===== src/inc/abc_pkg.sv =====
// Package with constants for the block capture engine
package abc_pkg;
  // Clock and timing
  localparam int CLK_HZ          = 25_000_000;
  localparam int SHIFT_DIV_DEF   = 3;
  localparam int TMR_PRESCALE    = 4;
  localparam int TMR_PERIOD_DEF  = 94;
  localparam int TMR_PULSE_TICKS = 2;
  localparam int FRAME_BITS      = 20;
  localparam int FRAME_DELAY     = 1;
  localparam int RESULT_BITS     = 18;
  localparam int BUF_WORDS       = 2048;
  localparam int SCLK_MAX_HZ     = 40_000_000;
  // Register byte offsets
  localparam logic [7:0] REG_CTRL    = 8'h00;
  localparam logic [7:0] REG_STATUS  = 8'h04;
  localparam logic [7:0] REG_PERIOD  = 8'h08;
  localparam logic [7:0] REG_DIV     = 8'h0C;
  localparam logic [7:0] REG_COUNT   = 8'h10;
  localparam logic [7:0] REG_SCRATCH = 8'h14;
  localparam logic [7:0] REG_LAST    = 8'h18;
  // Control fields
  localparam int CTRL_RUN    = 0;
  localparam int CTRL_CONT   = 1;
  localparam int CTRL_IRQ_EN = 2;
  localparam int CTRL_CLR    = 3;
  // Status fields
  localparam int STAT_DONE    = 0;
  localparam int STAT_RUNNING = 1;
  localparam int STAT_DIVERT  = 2;
  // Reset values
  localparam logic [31:0] CTRL_RST   = 32'h0000_0000;
  localparam logic [31:0] PERIOD_RST = 32'h0000_005E;
  localparam logic [31:0] DIV_RST    = 32'h0000_0003;
  // Result mask: clear the two LSBs of the MSB-aligned 20-bit frame
  localparam logic [31:0] RESULT_MASK = 32'hFFFF_C000;
  // AXI responses
  localparam logic [1:0] RESP_OKAY   = 2'b00;
  localparam logic [1:0] RESP_SLVERR = 2'b10;
  typedef enum logic [1:0] {SR_IDLE, SR_WAIT, SR_SHIFT, SR_END} abc_sr_t;
endpackage : abc_pkg


===== src/rtl/abc_serial_rx.sv =====
// Clock-stop serial receiver with generated shift clock
`timescale 1ns/100ps
module abc_serial_rx
  import abc_pkg::*;
#(
  parameter int BITS = FRAME_BITS
) (
  input  wire logic        i_clk,
  input  wire logic        i_rst_n,
  input  wire logic [7:0]  i_div,
  input  wire logic        i_frame,
  input  wire logic        i_sdata,
  output logic             o_sclk,
  output logic [31:0]      o_word,
  output logic             o_event
);
  abc_sr_t     state;
  abc_sr_t     next_state;
  logic [8:0]  half_cnt;
  logic [8:0]  next_half_cnt;
  logic        sclk;
  logic        next_sclk;
  logic [4:0]  bit_cnt;
  logic [4:0]  next_bit_cnt;
  logic [31:0] shreg;
  logic [31:0] next_shreg;
  logic [31:0] word;
  logic [31:0] next_word;
  logic        evt;
  logic        next_evt;
  logic        half_tick;
  logic [8:0]  half_lim;

  // One half period of the shift clock is i_div system clocks, or one when i_div is zero
  assign half_lim  = (i_div == 8'h00) ? 9'h001 : {1'b0, i_div};
  assign half_tick = (half_cnt == half_lim - 9'h001);

  always_comb begin
    next_state    = state;
    next_half_cnt = half_cnt;
    next_sclk     = sclk;
    next_bit_cnt  = bit_cnt;
    next_shreg    = shreg;
    next_word     = word;
    next_evt      = 1'b0;
    unique case (state)
      SR_IDLE: begin
        next_sclk     = 1'b0;
        next_half_cnt = 9'h000;
        if (i_frame) begin
          next_state   = SR_WAIT;
          next_bit_cnt = 5'd0;
        end
      end
      // One shift-clock period delay after frame start
      SR_WAIT, SR_SHIFT: begin
        next_half_cnt = half_tick ? 9'h000 : half_cnt + 9'h001;
        if (half_tick) begin
          next_sclk = ~sclk;
          if (sclk) begin
            if (state == SR_WAIT) begin
              next_state = SR_SHIFT;
            end else if (bit_cnt == 5'(BITS)) begin
              next_state = SR_END;
              next_sclk  = 1'b0;
            end
          end else if (state == SR_SHIFT) begin
            next_shreg   = {shreg[30:0], i_sdata};
            next_bit_cnt = bit_cnt + 5'd1;
          end
        end
      end
      SR_END: begin
        next_word  = shreg << (32 - BITS);
        next_evt   = 1'b1;
        next_state = SR_IDLE;
      end
      default: next_state = SR_IDLE;
    endcase
    if (state == SR_SHIFT && bit_cnt == 5'(BITS) && !sclk && half_tick) begin
      next_state = SR_END;
      next_sclk  = 1'b0;
    end
  end

  always_ff @(posedge i_clk) begin
    if (!i_rst_n) begin
      state    <= SR_IDLE;
      half_cnt <= 9'h000;
      sclk     <= 1'b0;
      bit_cnt  <= 5'd0;
      shreg    <= 32'h0000_0000;
      word     <= 32'h0000_0000;
      evt      <= 1'b0;
    end else begin
      state    <= next_state;
      half_cnt <= next_half_cnt;
      sclk     <= next_sclk;
      bit_cnt  <= next_bit_cnt;
      shreg    <= next_shreg;
      word     <= next_word;
      evt      <= next_evt;
    end
  end

  assign o_sclk  = sclk;
  assign o_word  = word;
  assign o_event = evt;
endmodule : abc_serial_rx


===== src/rtl/abc_capture.sv =====
// Block capture top: sample timer, serial receiver, memory writer, regs
`timescale 1ns/100ps
module abc_capture
  import abc_pkg::*;
#(
  parameter int WORDS    = BUF_WORDS,
  parameter int ADDR_W   = 11,
  parameter int PRESCALE = TMR_PRESCALE
) (
  input  wire logic        I_CLK,
  input  wire logic        I_RST_N,
  // AXI4-Lite slave
  input  wire logic [7:0]  I_AWADDR,
  input  wire logic        I_AWVALID,
  output logic             O_AWREADY,
  input  wire logic [31:0] I_WDATA,
  input  wire logic [3:0]  I_WSTRB,
  input  wire logic        I_WVALID,
  output logic             O_WREADY,
  output logic [1:0]       O_BRESP,
  output logic             O_BVALID,
  input  wire logic        I_BREADY,
  input  wire logic [7:0]  I_ARADDR,
  input  wire logic        I_ARVALID,
  output logic             O_ARREADY,
  output logic [31:0]      O_RDATA,
  output logic [1:0]       O_RRESP,
  output logic             O_RVALID,
  input  wire logic        I_RREADY,
  // Converter link
  output logic             O_CONVERT_START,
  input  wire logic        I_BUSY,
  output logic             O_CONVERTER_FRAME_INPUT,
  output logic             O_SERIAL_CLOCK_OUT,
  input  wire logic        I_SERIAL_DATA,
  // Sample buffer write port
  output logic             O_MEM_WE,
  output logic [ADDR_W-1:0] O_MEM_ADDR,
  output logic [31:0]      O_MEM_WDATA,
  output logic             O_IRQ
);
  // Control and status state
  logic [31:0] ctrl;
  logic [31:0] next_ctrl;
  logic [15:0] timer_period_value;
  logic [15:0] next_timer_period_value;
  logic [7:0]  shift_clock_divider;
  logic [7:0]  next_shift_clock_divider;
  logic        done;
  logic        next_done;
  logic        divert;
  logic        next_divert;
  logic [ADDR_W:0] count;
  logic [ADDR_W:0] next_count;
  logic [31:0] scratch;
  logic [31:0] next_scratch;
  // Timer state
  logic [2:0]  pre_cnt;
  logic [2:0]  next_pre_cnt;
  logic [15:0] tmr_cnt;
  logic [15:0] next_tmr_cnt;
  logic [1:0]  pulse_cnt;
  logic [1:0]  next_pulse_cnt;
  // Bus state
  logic        aw_held;
  logic        next_aw_held;
  logic [7:0]  aw_addr;
  logic [7:0]  next_aw_addr;
  logic        w_held;
  logic        next_w_held;
  logic [31:0] w_data;
  logic [31:0] next_w_data;
  logic [3:0]  w_strb;
  logic [3:0]  next_w_strb;
  logic        bvalid;
  logic        next_bvalid;
  logic [1:0]  bresp;
  logic [1:0]  next_bresp;
  logic        rvalid;
  logic        next_rvalid;
  logic [31:0] rdata;
  logic [31:0] next_rdata;
  logic [1:0]  rresp;
  logic [1:0]  next_rresp;
  // Memory port state
  logic        mem_we;
  logic        next_mem_we;
  logic [ADDR_W-1:0] mem_addr;
  logic [ADDR_W-1:0] next_mem_addr;
  logic [31:0] mem_wdata;
  logic [31:0] next_mem_wdata;
  // Receiver
  logic [31:0] rx_word;
  logic        rx_event;
  logic        tick;
  logic        wr_fire;
  logic        running;
  logic [31:0] result;

  function automatic logic mapped(input logic [7:0] a);
    mapped = (a == REG_CTRL) || (a == REG_STATUS) || (a == REG_PERIOD) ||
             (a == REG_DIV) || (a == REG_COUNT) || (a == REG_SCRATCH);
  endfunction : mapped

  function automatic logic [31:0] merge(input logic [31:0] old,
                                        input logic [31:0] nw,
                                        input logic [3:0]  strb);
    logic [31:0] r;
    r = old;
    for (int b = 0; b < 4; b++) begin
      if (strb[b]) begin
        r[b*8 +: 8] = nw[b*8 +: 8];
      end
    end
    merge = r;
  endfunction : merge

  // Convert-start directly from the timer, busy frames both ends
  assign O_CONVERTER_FRAME_INPUT = I_BUSY;

  abc_serial_rx #(
    .BITS (FRAME_BITS)
  ) u_rx (
    .i_clk   (I_CLK),
    .i_rst_n (I_RST_N),
    .i_div   (shift_clock_divider),
    .i_frame (I_BUSY),
    .i_sdata (I_SERIAL_DATA),
    .o_sclk  (O_SERIAL_CLOCK_OUT),
    .o_word  (rx_word),
    .o_event (rx_event)
  );

  assign running = ctrl[CTRL_RUN] && !done;
  assign tick    = (pre_cnt == 3'(PRESCALE - 1));
  assign result  = rx_word & RESULT_MASK;

  // Sample timer
  always_comb begin
    next_pre_cnt   = running ? (tick ? 3'd0 : pre_cnt + 3'd1) : 3'd0;
    next_tmr_cnt   = tmr_cnt;
    next_pulse_cnt = pulse_cnt;
    if (!running) begin
      next_tmr_cnt   = 16'h0000;
      next_pulse_cnt = 2'd0;
    end else if (tick) begin
      if (pulse_cnt != 2'd0) begin
        next_pulse_cnt = pulse_cnt - 2'd1;
      end
      if (tmr_cnt >= timer_period_value - 16'h0001) begin
        next_tmr_cnt   = 16'h0000;
        next_pulse_cnt = 2'(TMR_PULSE_TICKS);
      end else begin
        next_tmr_cnt = tmr_cnt + 16'h0001;
      end
    end
  end

  // Inverted pulse: low for two timer ticks
  assign O_CONVERT_START = (pulse_cnt == 2'd0);

  // Transfer engine and registers
  assign wr_fire = aw_held && w_held && !bvalid;
  always_comb begin
    next_ctrl                = ctrl;
    next_timer_period_value  = timer_period_value;
    next_shift_clock_divider = shift_clock_divider;
    next_done                = done;
    next_divert              = divert;
    next_count               = count;
    next_scratch             = scratch;
    next_mem_we              = 1'b0;
    next_mem_addr            = mem_addr;
    next_mem_wdata           = mem_wdata;
    next_ctrl[CTRL_CLR]      = 1'b0;
    if (rx_event && ctrl[CTRL_RUN]) begin
      if (divert) begin
        next_scratch = result;
      end else begin
        next_mem_we    = 1'b1;
        next_mem_addr  = count[ADDR_W-1:0];
        next_mem_wdata = result;
        if (count == (ADDR_W+1)'(WORDS - 1)) begin
          next_done = 1'b1;
          if (ctrl[CTRL_CONT]) begin
            next_count = '0;
            next_done  = 1'b0;
          end else begin
            next_count  = count + 1'b1;
            next_divert = 1'b1;
          end
        end else begin
          next_count = count + 1'b1;
        end
      end
    end
    if (wr_fire) begin
      unique case (aw_addr)
        REG_CTRL:   next_ctrl = merge(ctrl, w_data, w_strb);
        REG_PERIOD: next_timer_period_value =
                      16'(merge({16'h0000, timer_period_value}, w_data, w_strb));
        REG_DIV:    next_shift_clock_divider =
                      8'(merge({24'h0, shift_clock_divider}, w_data, w_strb));
        default:    next_ctrl = next_ctrl;
      endcase
      if (aw_addr == REG_CTRL && w_strb[0] && w_data[CTRL_CLR]) begin
        next_done   = next_done && !done;
        next_divert = next_divert && !divert;
        if (!next_done) begin
          next_count = '0;
        end
      end
    end
  end

  // AXI4-Lite channels
  assign O_AWREADY = !aw_held;
  assign O_WREADY  = !w_held;
  assign O_ARREADY = !rvalid;
  always_comb begin
    next_aw_held = aw_held;
    next_aw_addr = aw_addr;
    next_w_held  = w_held;
    next_w_data  = w_data;
    next_w_strb  = w_strb;
    next_bvalid  = bvalid;
    next_bresp   = bresp;
    next_rvalid  = rvalid;
    next_rdata   = rdata;
    next_rresp   = rresp;
    if (I_AWVALID && !aw_held) begin
      next_aw_held = 1'b1;
      next_aw_addr = I_AWADDR;
    end
    if (I_WVALID && !w_held) begin
      next_w_held = 1'b1;
      next_w_data = I_WDATA;
      next_w_strb = I_WSTRB;
    end
    if (wr_fire) begin
      next_aw_held = 1'b0;
      next_w_held  = 1'b0;
      next_bvalid  = 1'b1;
      next_bresp   = (mapped(aw_addr) && aw_addr != REG_STATUS &&
                      aw_addr != REG_COUNT && aw_addr != REG_SCRATCH)
                     ? RESP_OKAY : RESP_SLVERR;
    end
    if (bvalid && I_BREADY) begin
      next_bvalid = 1'b0;
    end
    if (I_ARVALID && !rvalid) begin
      next_rvalid = 1'b1;
      next_rresp  = mapped(I_ARADDR) ? RESP_OKAY : RESP_SLVERR;
      unique case (I_ARADDR)
        REG_CTRL:    next_rdata = ctrl;
        REG_STATUS:  next_rdata = {29'h0, divert, running, done};
        REG_PERIOD:  next_rdata = {16'h0000, timer_period_value};
        REG_DIV:     next_rdata = {24'h0, shift_clock_divider};
        REG_COUNT:   next_rdata = 32'(count);
        REG_SCRATCH: next_rdata = scratch;
        default:     next_rdata = 32'h0000_0000;
      endcase
    end else if (rvalid && I_RREADY) begin
      next_rvalid = 1'b0;
    end
  end

  always_ff @(posedge I_CLK) begin
    if (!I_RST_N) begin
      ctrl                <= CTRL_RST;
      timer_period_value  <= PERIOD_RST[15:0];
      shift_clock_divider <= DIV_RST[7:0];
      done                <= 1'b0;
      divert              <= 1'b0;
      count               <= '0;
      scratch             <= 32'h0000_0000;
      pre_cnt             <= 3'd0;
      tmr_cnt             <= 16'h0000;
      pulse_cnt           <= 2'd0;
      aw_held             <= 1'b0;
      aw_addr             <= 8'h00;
      w_held              <= 1'b0;
      w_data              <= 32'h0000_0000;
      w_strb              <= 4'h0;
      bvalid              <= 1'b0;
      bresp               <= RESP_OKAY;
      rvalid              <= 1'b0;
      rdata               <= 32'h0000_0000;
      rresp               <= RESP_OKAY;
      mem_we              <= 1'b0;
      mem_addr            <= '0;
      mem_wdata           <= 32'h0000_0000;
    end else begin
      ctrl                <= next_ctrl;
      timer_period_value  <= next_timer_period_value;
      shift_clock_divider <= next_shift_clock_divider;
      done                <= next_done;
      divert              <= next_divert;
      count               <= next_count;
      scratch             <= next_scratch;
      pre_cnt             <= next_pre_cnt;
      tmr_cnt             <= next_tmr_cnt;
      pulse_cnt           <= next_pulse_cnt;
      aw_held             <= next_aw_held;
      aw_addr             <= next_aw_addr;
      w_held              <= next_w_held;
      w_data              <= next_w_data;
      w_strb              <= next_w_strb;
      bvalid              <= next_bvalid;
      bresp               <= next_bresp;
      rvalid              <= next_rvalid;
      rdata               <= next_rdata;
      rresp               <= next_rresp;
      mem_we              <= next_mem_we;
      mem_addr            <= next_mem_addr;
      mem_wdata           <= next_mem_wdata;
    end
  end

  assign O_BVALID    = bvalid;
  assign O_BRESP     = bresp;
  assign O_RVALID    = rvalid;
  assign O_RDATA     = rdata;
  assign O_RRESP     = rresp;
  assign O_MEM_WE    = mem_we;
  assign O_MEM_ADDR  = mem_addr;
  assign O_MEM_WDATA = mem_wdata;
  assign O_IRQ       = done && ctrl[CTRL_IRQ_EN];
endmodule : abc_capture


===== config.mk =====
export PLATFORM = sky130hd
export DESIGN_NAME = abc_capture
export DESIGN_NICKNAME = d
export VERILOG_FILES = /design/src/inc/abc_pkg.sv /design/src/rtl/abc_serial_rx.sv /design/src/rtl/abc_capture.sv
export SDC_FILE = /design/constraint.sdc
export NUM_CORES = 1
export LEC_CHECK = 0
export BUFFER_PORTS_ARGS = -buffer_cell sky130_fd_sc_hd__buf_2
export CAP_MARGIN = 30
export CELL_PAD_IN_SITES_DETAIL_PLACEMENT = 0
export CELL_PAD_IN_SITES_GLOBAL_PLACEMENT = 1
export CORE_UTILIZATION = 47
export CTS_CLUSTER_DIAMETER = 30
export DETAILED_ROUTE_END_ITERATION = 10
export PLACE_DENSITY = 0.86
export RECOVER_POWER = 100
export SLEW_MARGIN = 10
export SYNTH_ARGS = -nofsm -noshare
export SYNTH_HDL_FRONTEND = slang
export SYNTH_SLANG_ARGS = --single-unit

===== constraint.sdc =====
create_clock -name I_CLK -period 5.3 [get_ports I_CLK]
set_clock_uncertainty 0.2 [all_clocks]
set_input_delay 0.53 -clock I_CLK [delete_from_list [all_inputs] [get_ports I_CLK]]
set_output_delay 0.53 -clock I_CLK [all_outputs]
set_load 0.03 [all_outputs]

### Word-level counts from Yosys, hierarchy flattened

Cells that the tools add are included.

| word-level totals | value |
|---|---|
| register bits | 281 |
| output and inout bits | 89 |
| word-level logic and storage cells | 192 |
| input bits | 61 |

| cells by class | value |
|---|---|
| reduce and logical (&&, ||, !) cells | 68 |
| order comparisons | 1 |
| equality and inequality tests | 28 |
| bitwise operators | 4 |
| multiplexer cells | 48 |
| add/subtract/negate cells | 8 |

Operators by type and width:

| operator | count |
|---|---|
| case mux 32 bit (6 select lines) | 1 |
| two-way mux 12 bit | 7 |
| equality test 8 x 4 -> 1 bit (second input constant) | 4 |
| equality test 8 x 5 -> 1 bit (second input constant) | 4 |
| zero test 8 bit | 3 |
| AND reduction 3 bit | 8 |
| logical AND 1 bit | 20 |
| two-way mux 2 bit | 10 |
| two-way mux 5 bit | 4 |
| two-way mux 1 bit | 19 |
| case mux 9 bit (2 select lines) | 1 |
| adder 16 x 1 -> 16 bit (second input constant) | 1 |
| equality test 8 x 3 -> 1 bit (second input constant) | 2 |
| >= comparator 16 bit | 1 |
| two-way mux 16 bit | 1 |
| inequality test 8 x 5 -> 1 bit (second input constant) | 2 |
| subtractor 16 x 1 -> 16 bit (second input constant) | 1 |
| adder 12 x 1 -> 12 bit (second input constant) | 1 |
| equality test 12 x 11 -> 1 bit (second input constant) | 1 |
| AND reduction 2 bit | 6 |
| logical OR 1 bit | 10 |
| case mux 5 bit (2 select lines) | 1 |
| adder 9 x 1 -> 9 bit (second input constant) | 1 |
| equality test 9 bit | 1 |
| other kinds (26) | 47 |

### Longest topological paths before layout

| depth | value |
|---|---|
| depth after elaboration | 10 |
| mapped depth | 14 |
| mapped depth without buffers | 12 |

### By module

A second synthesis with hierarchy kept.

| unflattened totals | value |
|---|---|
| cells, all modules | 1449 |
| area, all modules | 12833.6 um^2 |

By module, submodules not included:

| module | instances | cells each | sequential area each (um^2) | area an instance (um^2) |
|---|---|---|---|---|
| abc_capture | 1 | 1124 | 4424.2 | 9894.5 |
| abc_serial_rx | 1 | 325 | 1161.1 | 2939.1 |

### Worst setup path before layout

Ideal clock, no wire load.

| path | value |
|---|---|
| path type | register to register |
| start | register timer_period_value[2] |
| end | register pulse_cnt[1] |
| path buffers | 2 |
| required time | 4.985 ns |
| period minus slack after synthesis | 3.398 ns |
| setup time | 0.115 ns |
| cell stages (with the launch flop) | 15 |
| slack | 1.902 ns |
| arrival | 3.083 ns |
| cell sequence | dfxtp_1 or3_1 nor2_1 nand2_1 nor4_1 xnor2_1 ha_1 a21o_1 a21o_1 a21oi_1 o211ai_1 a221o_1 clkbuf_1 clkbuf_1 o21a_1 |

| on the way | value |
|---|---|
| word-level cells in the longest chain between the ends | 4 |
| elaborated cells on any way between the ends | 5 |
| classes of those cells | 1 x add/sub; 1 x order compare; 1 x mux; 2 x reduce/logical |

Ends and longest elaborated chain:

| element | RTL line | RTL |
|---|---|---|
| start: declaration | abc_capture.sv:45 | `logic [15:0] timer_period_value;` |
| start signal: assignment | abc_capture.sv:271 | `timer_period_value <= PERIOD_RST[15:0];` |
| start signal: assignment | abc_capture.sv:295 | `timer_period_value <= next_timer_period_value;` |
| subtractor 16 x 1 -> 16 bit * | abc_capture.sv:150 | `if (tmr_cnt >= timer_period_value - 16'h0001) begin` |
| >= comparator 16 bit * | abc_capture.sv:150 |  |
| nonzero test 2 bit (no source line) | n/a |  |
| AND reduction 2 bit (no source line) | n/a |  |
| end signal: assignment | abc_capture.sv:303 | `pulse_cnt <= next_pulse_cnt;` |
| end: declaration | abc_capture.sv:62 | `logic [1:0] pulse_cnt;` |

Every way passes the cells marked *; elsewhere a longest branch is shown, timed or not.
A chain may end at the register's enable or synchronous reset.

### Worst setup path after layout

| path | value |
|---|---|
| start | register shift_clock_divider[2] |
| end | register u_rx.shreg[4] |

| on the way | value |
|---|---|
| word-level cells in the longest chain between the ends | 5 |

Ends and longest elaborated chain:

| element | RTL line | RTL |
|---|---|---|
| start: declaration | abc_capture.sv:47 | `logic [7:0] shift_clock_divider;` |
| start signal: assignment | abc_capture.sv:272 | `shift_clock_divider <= DIV_RST[7:0];` |
| start signal: assignment | abc_capture.sv:296 | `shift_clock_divider <= next_shift_clock_divider;` |
| zero test 8 bit | abc_serial_rx.sv:35 | `assign half_lim = (i_div == 8'h00) ? 9'h001 : {1'b0, i_div};` |
| two-way mux 8 bit * | abc_serial_rx.sv:35 |  |
| subtractor 9 x 1 -> 9 bit * | abc_serial_rx.sv:36 | `assign half_tick = (half_cnt == half_lim - 9'h001);` |
| equality test 9 bit * | abc_serial_rx.sv:36 |  |
| AND reduction 4 bit (no source line) * | n/a |  |
| end signal: assignment | abc_serial_rx.sv:100 | `shreg <= next_shreg;` |
| end: declaration | abc_serial_rx.sv:25 | `logic [31:0] shreg;` |

Marks and branches as above.

==> metrics <==
Hold Buf Count CTS 0; worst slew pin tran slightly above 4000 ps; CTS tree built; Cell Chain, Critical Path nor4_1 > a21oi_1 > ha_1 > a311o_1 > o21ai_0 > a21oi_1 > nor4b_1 > clkbuf_2 > mux2i_1 > nor2b_1; dpl hpwl 21.5 mm; post-route setup TNS 0 ps; data arrival time of the worst path 4370 ps; EDFF count, synth 0; hold path depth 3; Max-slew headroom -169%; clk_lat worst skew 550 ps; commonest non-fill, non-tap cell in the layout nand2_1; FF-to-FF path depth 10; Layout area overhead 20.4%; Post-Syn Area roughly 0.012 mm^2; GR Layer Usage met1 a little under a third; H-tree depth 2; Fin Hold WS between 20 and 30 ps; Compound-Gate Fraction of Synth Area 16.2%; number of port buffers roughly 130; Pwr Density 403 mW/mm^2; Crit path depth 10; antenna violations before repair 0; largest family of logic cells by synthesized area simple AND/OR/NAND/NOR gates; first-pass GRT wire length between 50 and 60 mm; r2r startpoint shift_clock_divider[2]; iteration-0 DRC count of the detailed router roughly 760; cells after synthesis between 1000 and 1500; hold_sp I_WVALID; Leak Pwr about 5.4 nW; Initial Util a little under half; Max Cap Viol 4; Via density approximately 5.3; Post-CTS Resized 0; DR vias slightly above 10000; share of layout cells above drive strength 1 a little over a tenth; dpl cell area ~0.013 mm^2; Yosys reg bits ~280; VDD IR max 0.000295 V; worst hold path type input port to flop; DRC violations left 0; WL/cell ~16 um; async set or reset register ratio after synthesis 0%; total track usage 23.4%; Final setup violation count 0; vias in the first global route approximately 9700; fin. max-slew vios about 280; Die Y 165 um; Post-Synth Simple-Gate Area between 20% and 30%; die width around 160 um; GP Congestion 0.863; failing checks max-capacitance violations, max-slew violations; core footprint approximately 0.026 mm^2; minimum clock period slightly above 4000 ps; synth unique cells 63; clock slew at reported path FFs around 50 ps; Root Buffer clkbuf_16; critical path capture point type flop; post-synthesis mux area share approximately 5.4%; clock sinks approximately 280; Pre-antenna DRT Iters 7; final worst path period share about four fifths; Achievable Freq 241 MHz; die area 0.0271 mm^2; DRT Wirelength 31.5 mm; Buf/Inv on CP 1; YS warnings 0; Cell Rows 59; Routed Antenna Nets 0; IO Pins 150; met3 Resource Use GR 3.87%; met2 usage between 30% and 40%; setup bufs post-CTS 0; post-synthesis xor/xnor area fraction around 3.5%; post-layout util between 50% and 60%; Final nets between 1500 and 2000; CP dominant cell by count a21oi_1; register area share after synthesis about 45%; most used routing layer met2; Critical Path RT between 5000 and 6000 ps; outcome complete, but fails checks; stage delay of the slowest cell on the critical path 1040 ps; CP Max Fanout 20; maximum clock path buffer count 3; worst setup path startpoint shift_clock_divider[2]; ANT cells 0; largest net degree at the start of global routing 120; most frequent cells in the layout nand2_1, dfxtp_1, a21boi_0, clkbuf_1, nor2b_1; CTS Buf Count 53; RSZ-0062 raised after global routing no; Remaining Overflow, GRT 0; final hold vios 0; CP delay by family, top simple AND/OR/NAND/NOR gates; CP max-delay cell nor4_1; critical path class flop to flop; Top FF cell, synth dfxtp_1; CP Launch Type flop; final instance area ~0.015 mm^2; Adder-Cell Fraction of Synth Area under 10%; Avg Inst Size Synth slightly below 9 um^2
==> state kept, by name, summed over array words and instances, names as in the netlist, 3 cells and up <==
name and cells:
w_data 32, u_rx.o_word 18, ctrl 32, count 12, tmr_cnt 16, O_MEM_WDATA 18, scratch 18, O_RDATA 32
pre_cnt 3, shift_clock_divider 8, u_rx.half_cnt 9, w_strb 4, u_rx.bit_cnt 5, O_MEM_ADDR 11, timer_period_value 16, u_rx.shreg 20
aw_addr 8
==> where the power goes <==
part	total [W]	internal [W]	switching, W	leakage [nW]
Clock	0.00347	0.00237	0.00111	0.927
Combinational	0.000383	0.000140	0.000242	2.22
Sequential	0.00217	0.00213	0.0000476	2.24
==> cells by family after synthesis <==
logic type      count (synthesis)
simple gates                  596
xor+xnor                       50
fa+ha+maj                      31
other cells                     1
flops                         277
compound gates                284
mux                            67
buf+inv                       130
==> worst register-to-register path: cells and delay by family (launching register included) <==
kind | cells | cell delay, ps
DFF | 1 | 380
adders and majority gates | 1 | 370
and+or+nand+nor | 3 | 1420
buffers and inverters | 1 | 610
AOI/OAI and AO/OA | 4 | 770
muxes | 1 | 270
==> cells in the mapped netlist, types with 2 or more instances <==
cell type | count | area [um^2]
o21a_1 | 3 | 22.5
o311a_1 | 2 | 20.0
or3b_2 | 2 | 17.5
dfxtp_1 | 277 | 5550
buf_1 | 2 | 7.51
and2_1 | 39 | 244
nor2b_1 | 67 | 419
xor2_1 | 25 | 219
nor4b_1 | 2 | 17.5
xnor2_1 | 25 | 219
nor3_1 | 16 | 80.1
o31ai_1 | 3 | 22.5
a21boi_1 | 2 | 15.0
nand4_1 | 10 | 62.6
or2_2 | 5 | 31.3
inv_1 | 24 | 90.1
and4_1 | 3 | 26.3
a21oi_1 | 27 | 135
buf_4 | 19 | 143
mux2_2 | 2 | 22.5
buf_2 | 2 | 10.0
nand2b_1 | 6 | 37.5
nor2_1 | 52 | 195
nor3b_1 | 3 | 22.5
a31oi_1 | 2 | 12.5
nand3b_1 | 2 | 15.0
ha_1 | 31 | 388
a21o_1 | 7 | 52.6
and3_1 | 14 | 87.6
o211ai_1 | 2 | 15.0
o21ai_0 | 43 | 215
o31a_1 | 2 | 17.5
clkbuf_1 | 82 | 308
a222oi_1 | 14 | 140
nand2_1 | 329 | 1230
a22oi_1 | 20 | 150
mux2i_1 | 65 | 651
or3_1 | 5 | 31.3
nor4_1 | 7 | 43.8
a21boi_0 | 127 | 953
or4_1 | 6 | 45.0
nand3_1 | 21 | 105
a211oi_1 | 19 | 143
==> routing by layer <==
| layer | part of all wire, % | routed length [um] |
|---|---|---|
| met1 | 46 | 14600 |
| met2 | 46 | 14500 |
| met3 | 4.9 | 1530 |
| met4 | 2.4 | 758 |
| met5 | 0 | 0 |
==> through the flow <==
step / setup slack, ps / instances / total power [W]
6_report: 1140 / 1923 / 0.00603
5_1_grt: 693 / 1923 / 0.00624
4_1_cts: 1600 / 1923 / 0.00608
3_5_place_dp: 1680 / 1825 / 0.00260
3_3_place_gp: 1800 / 1824 / 0.00259
2_1_floorplan: 1900 / 1451 / 0.00250
==> final cells by class <==
class                   instances  area [um^2]
fillers                      2413        11000
multi-input cells            1044         6360
flip-flops and latches        277         5550
clock buffers                  71         1540
repair buffers                145          669
well taps                     335          419
clock inverters                27          352
inverters                      24         90.1
==> worst paths after layout <==
| kind | to | slack, ps |
|---|---|---|
| setup / recovery | u_rx.shreg[4] | 1140 |
| hold / removal | w_held | 30 |
| setup reg to reg | u_rx.shreg[4] | 1140 |
| hold reg to reg | pre_cnt[0] | 230 |
(Power assumes the default switching activity.)
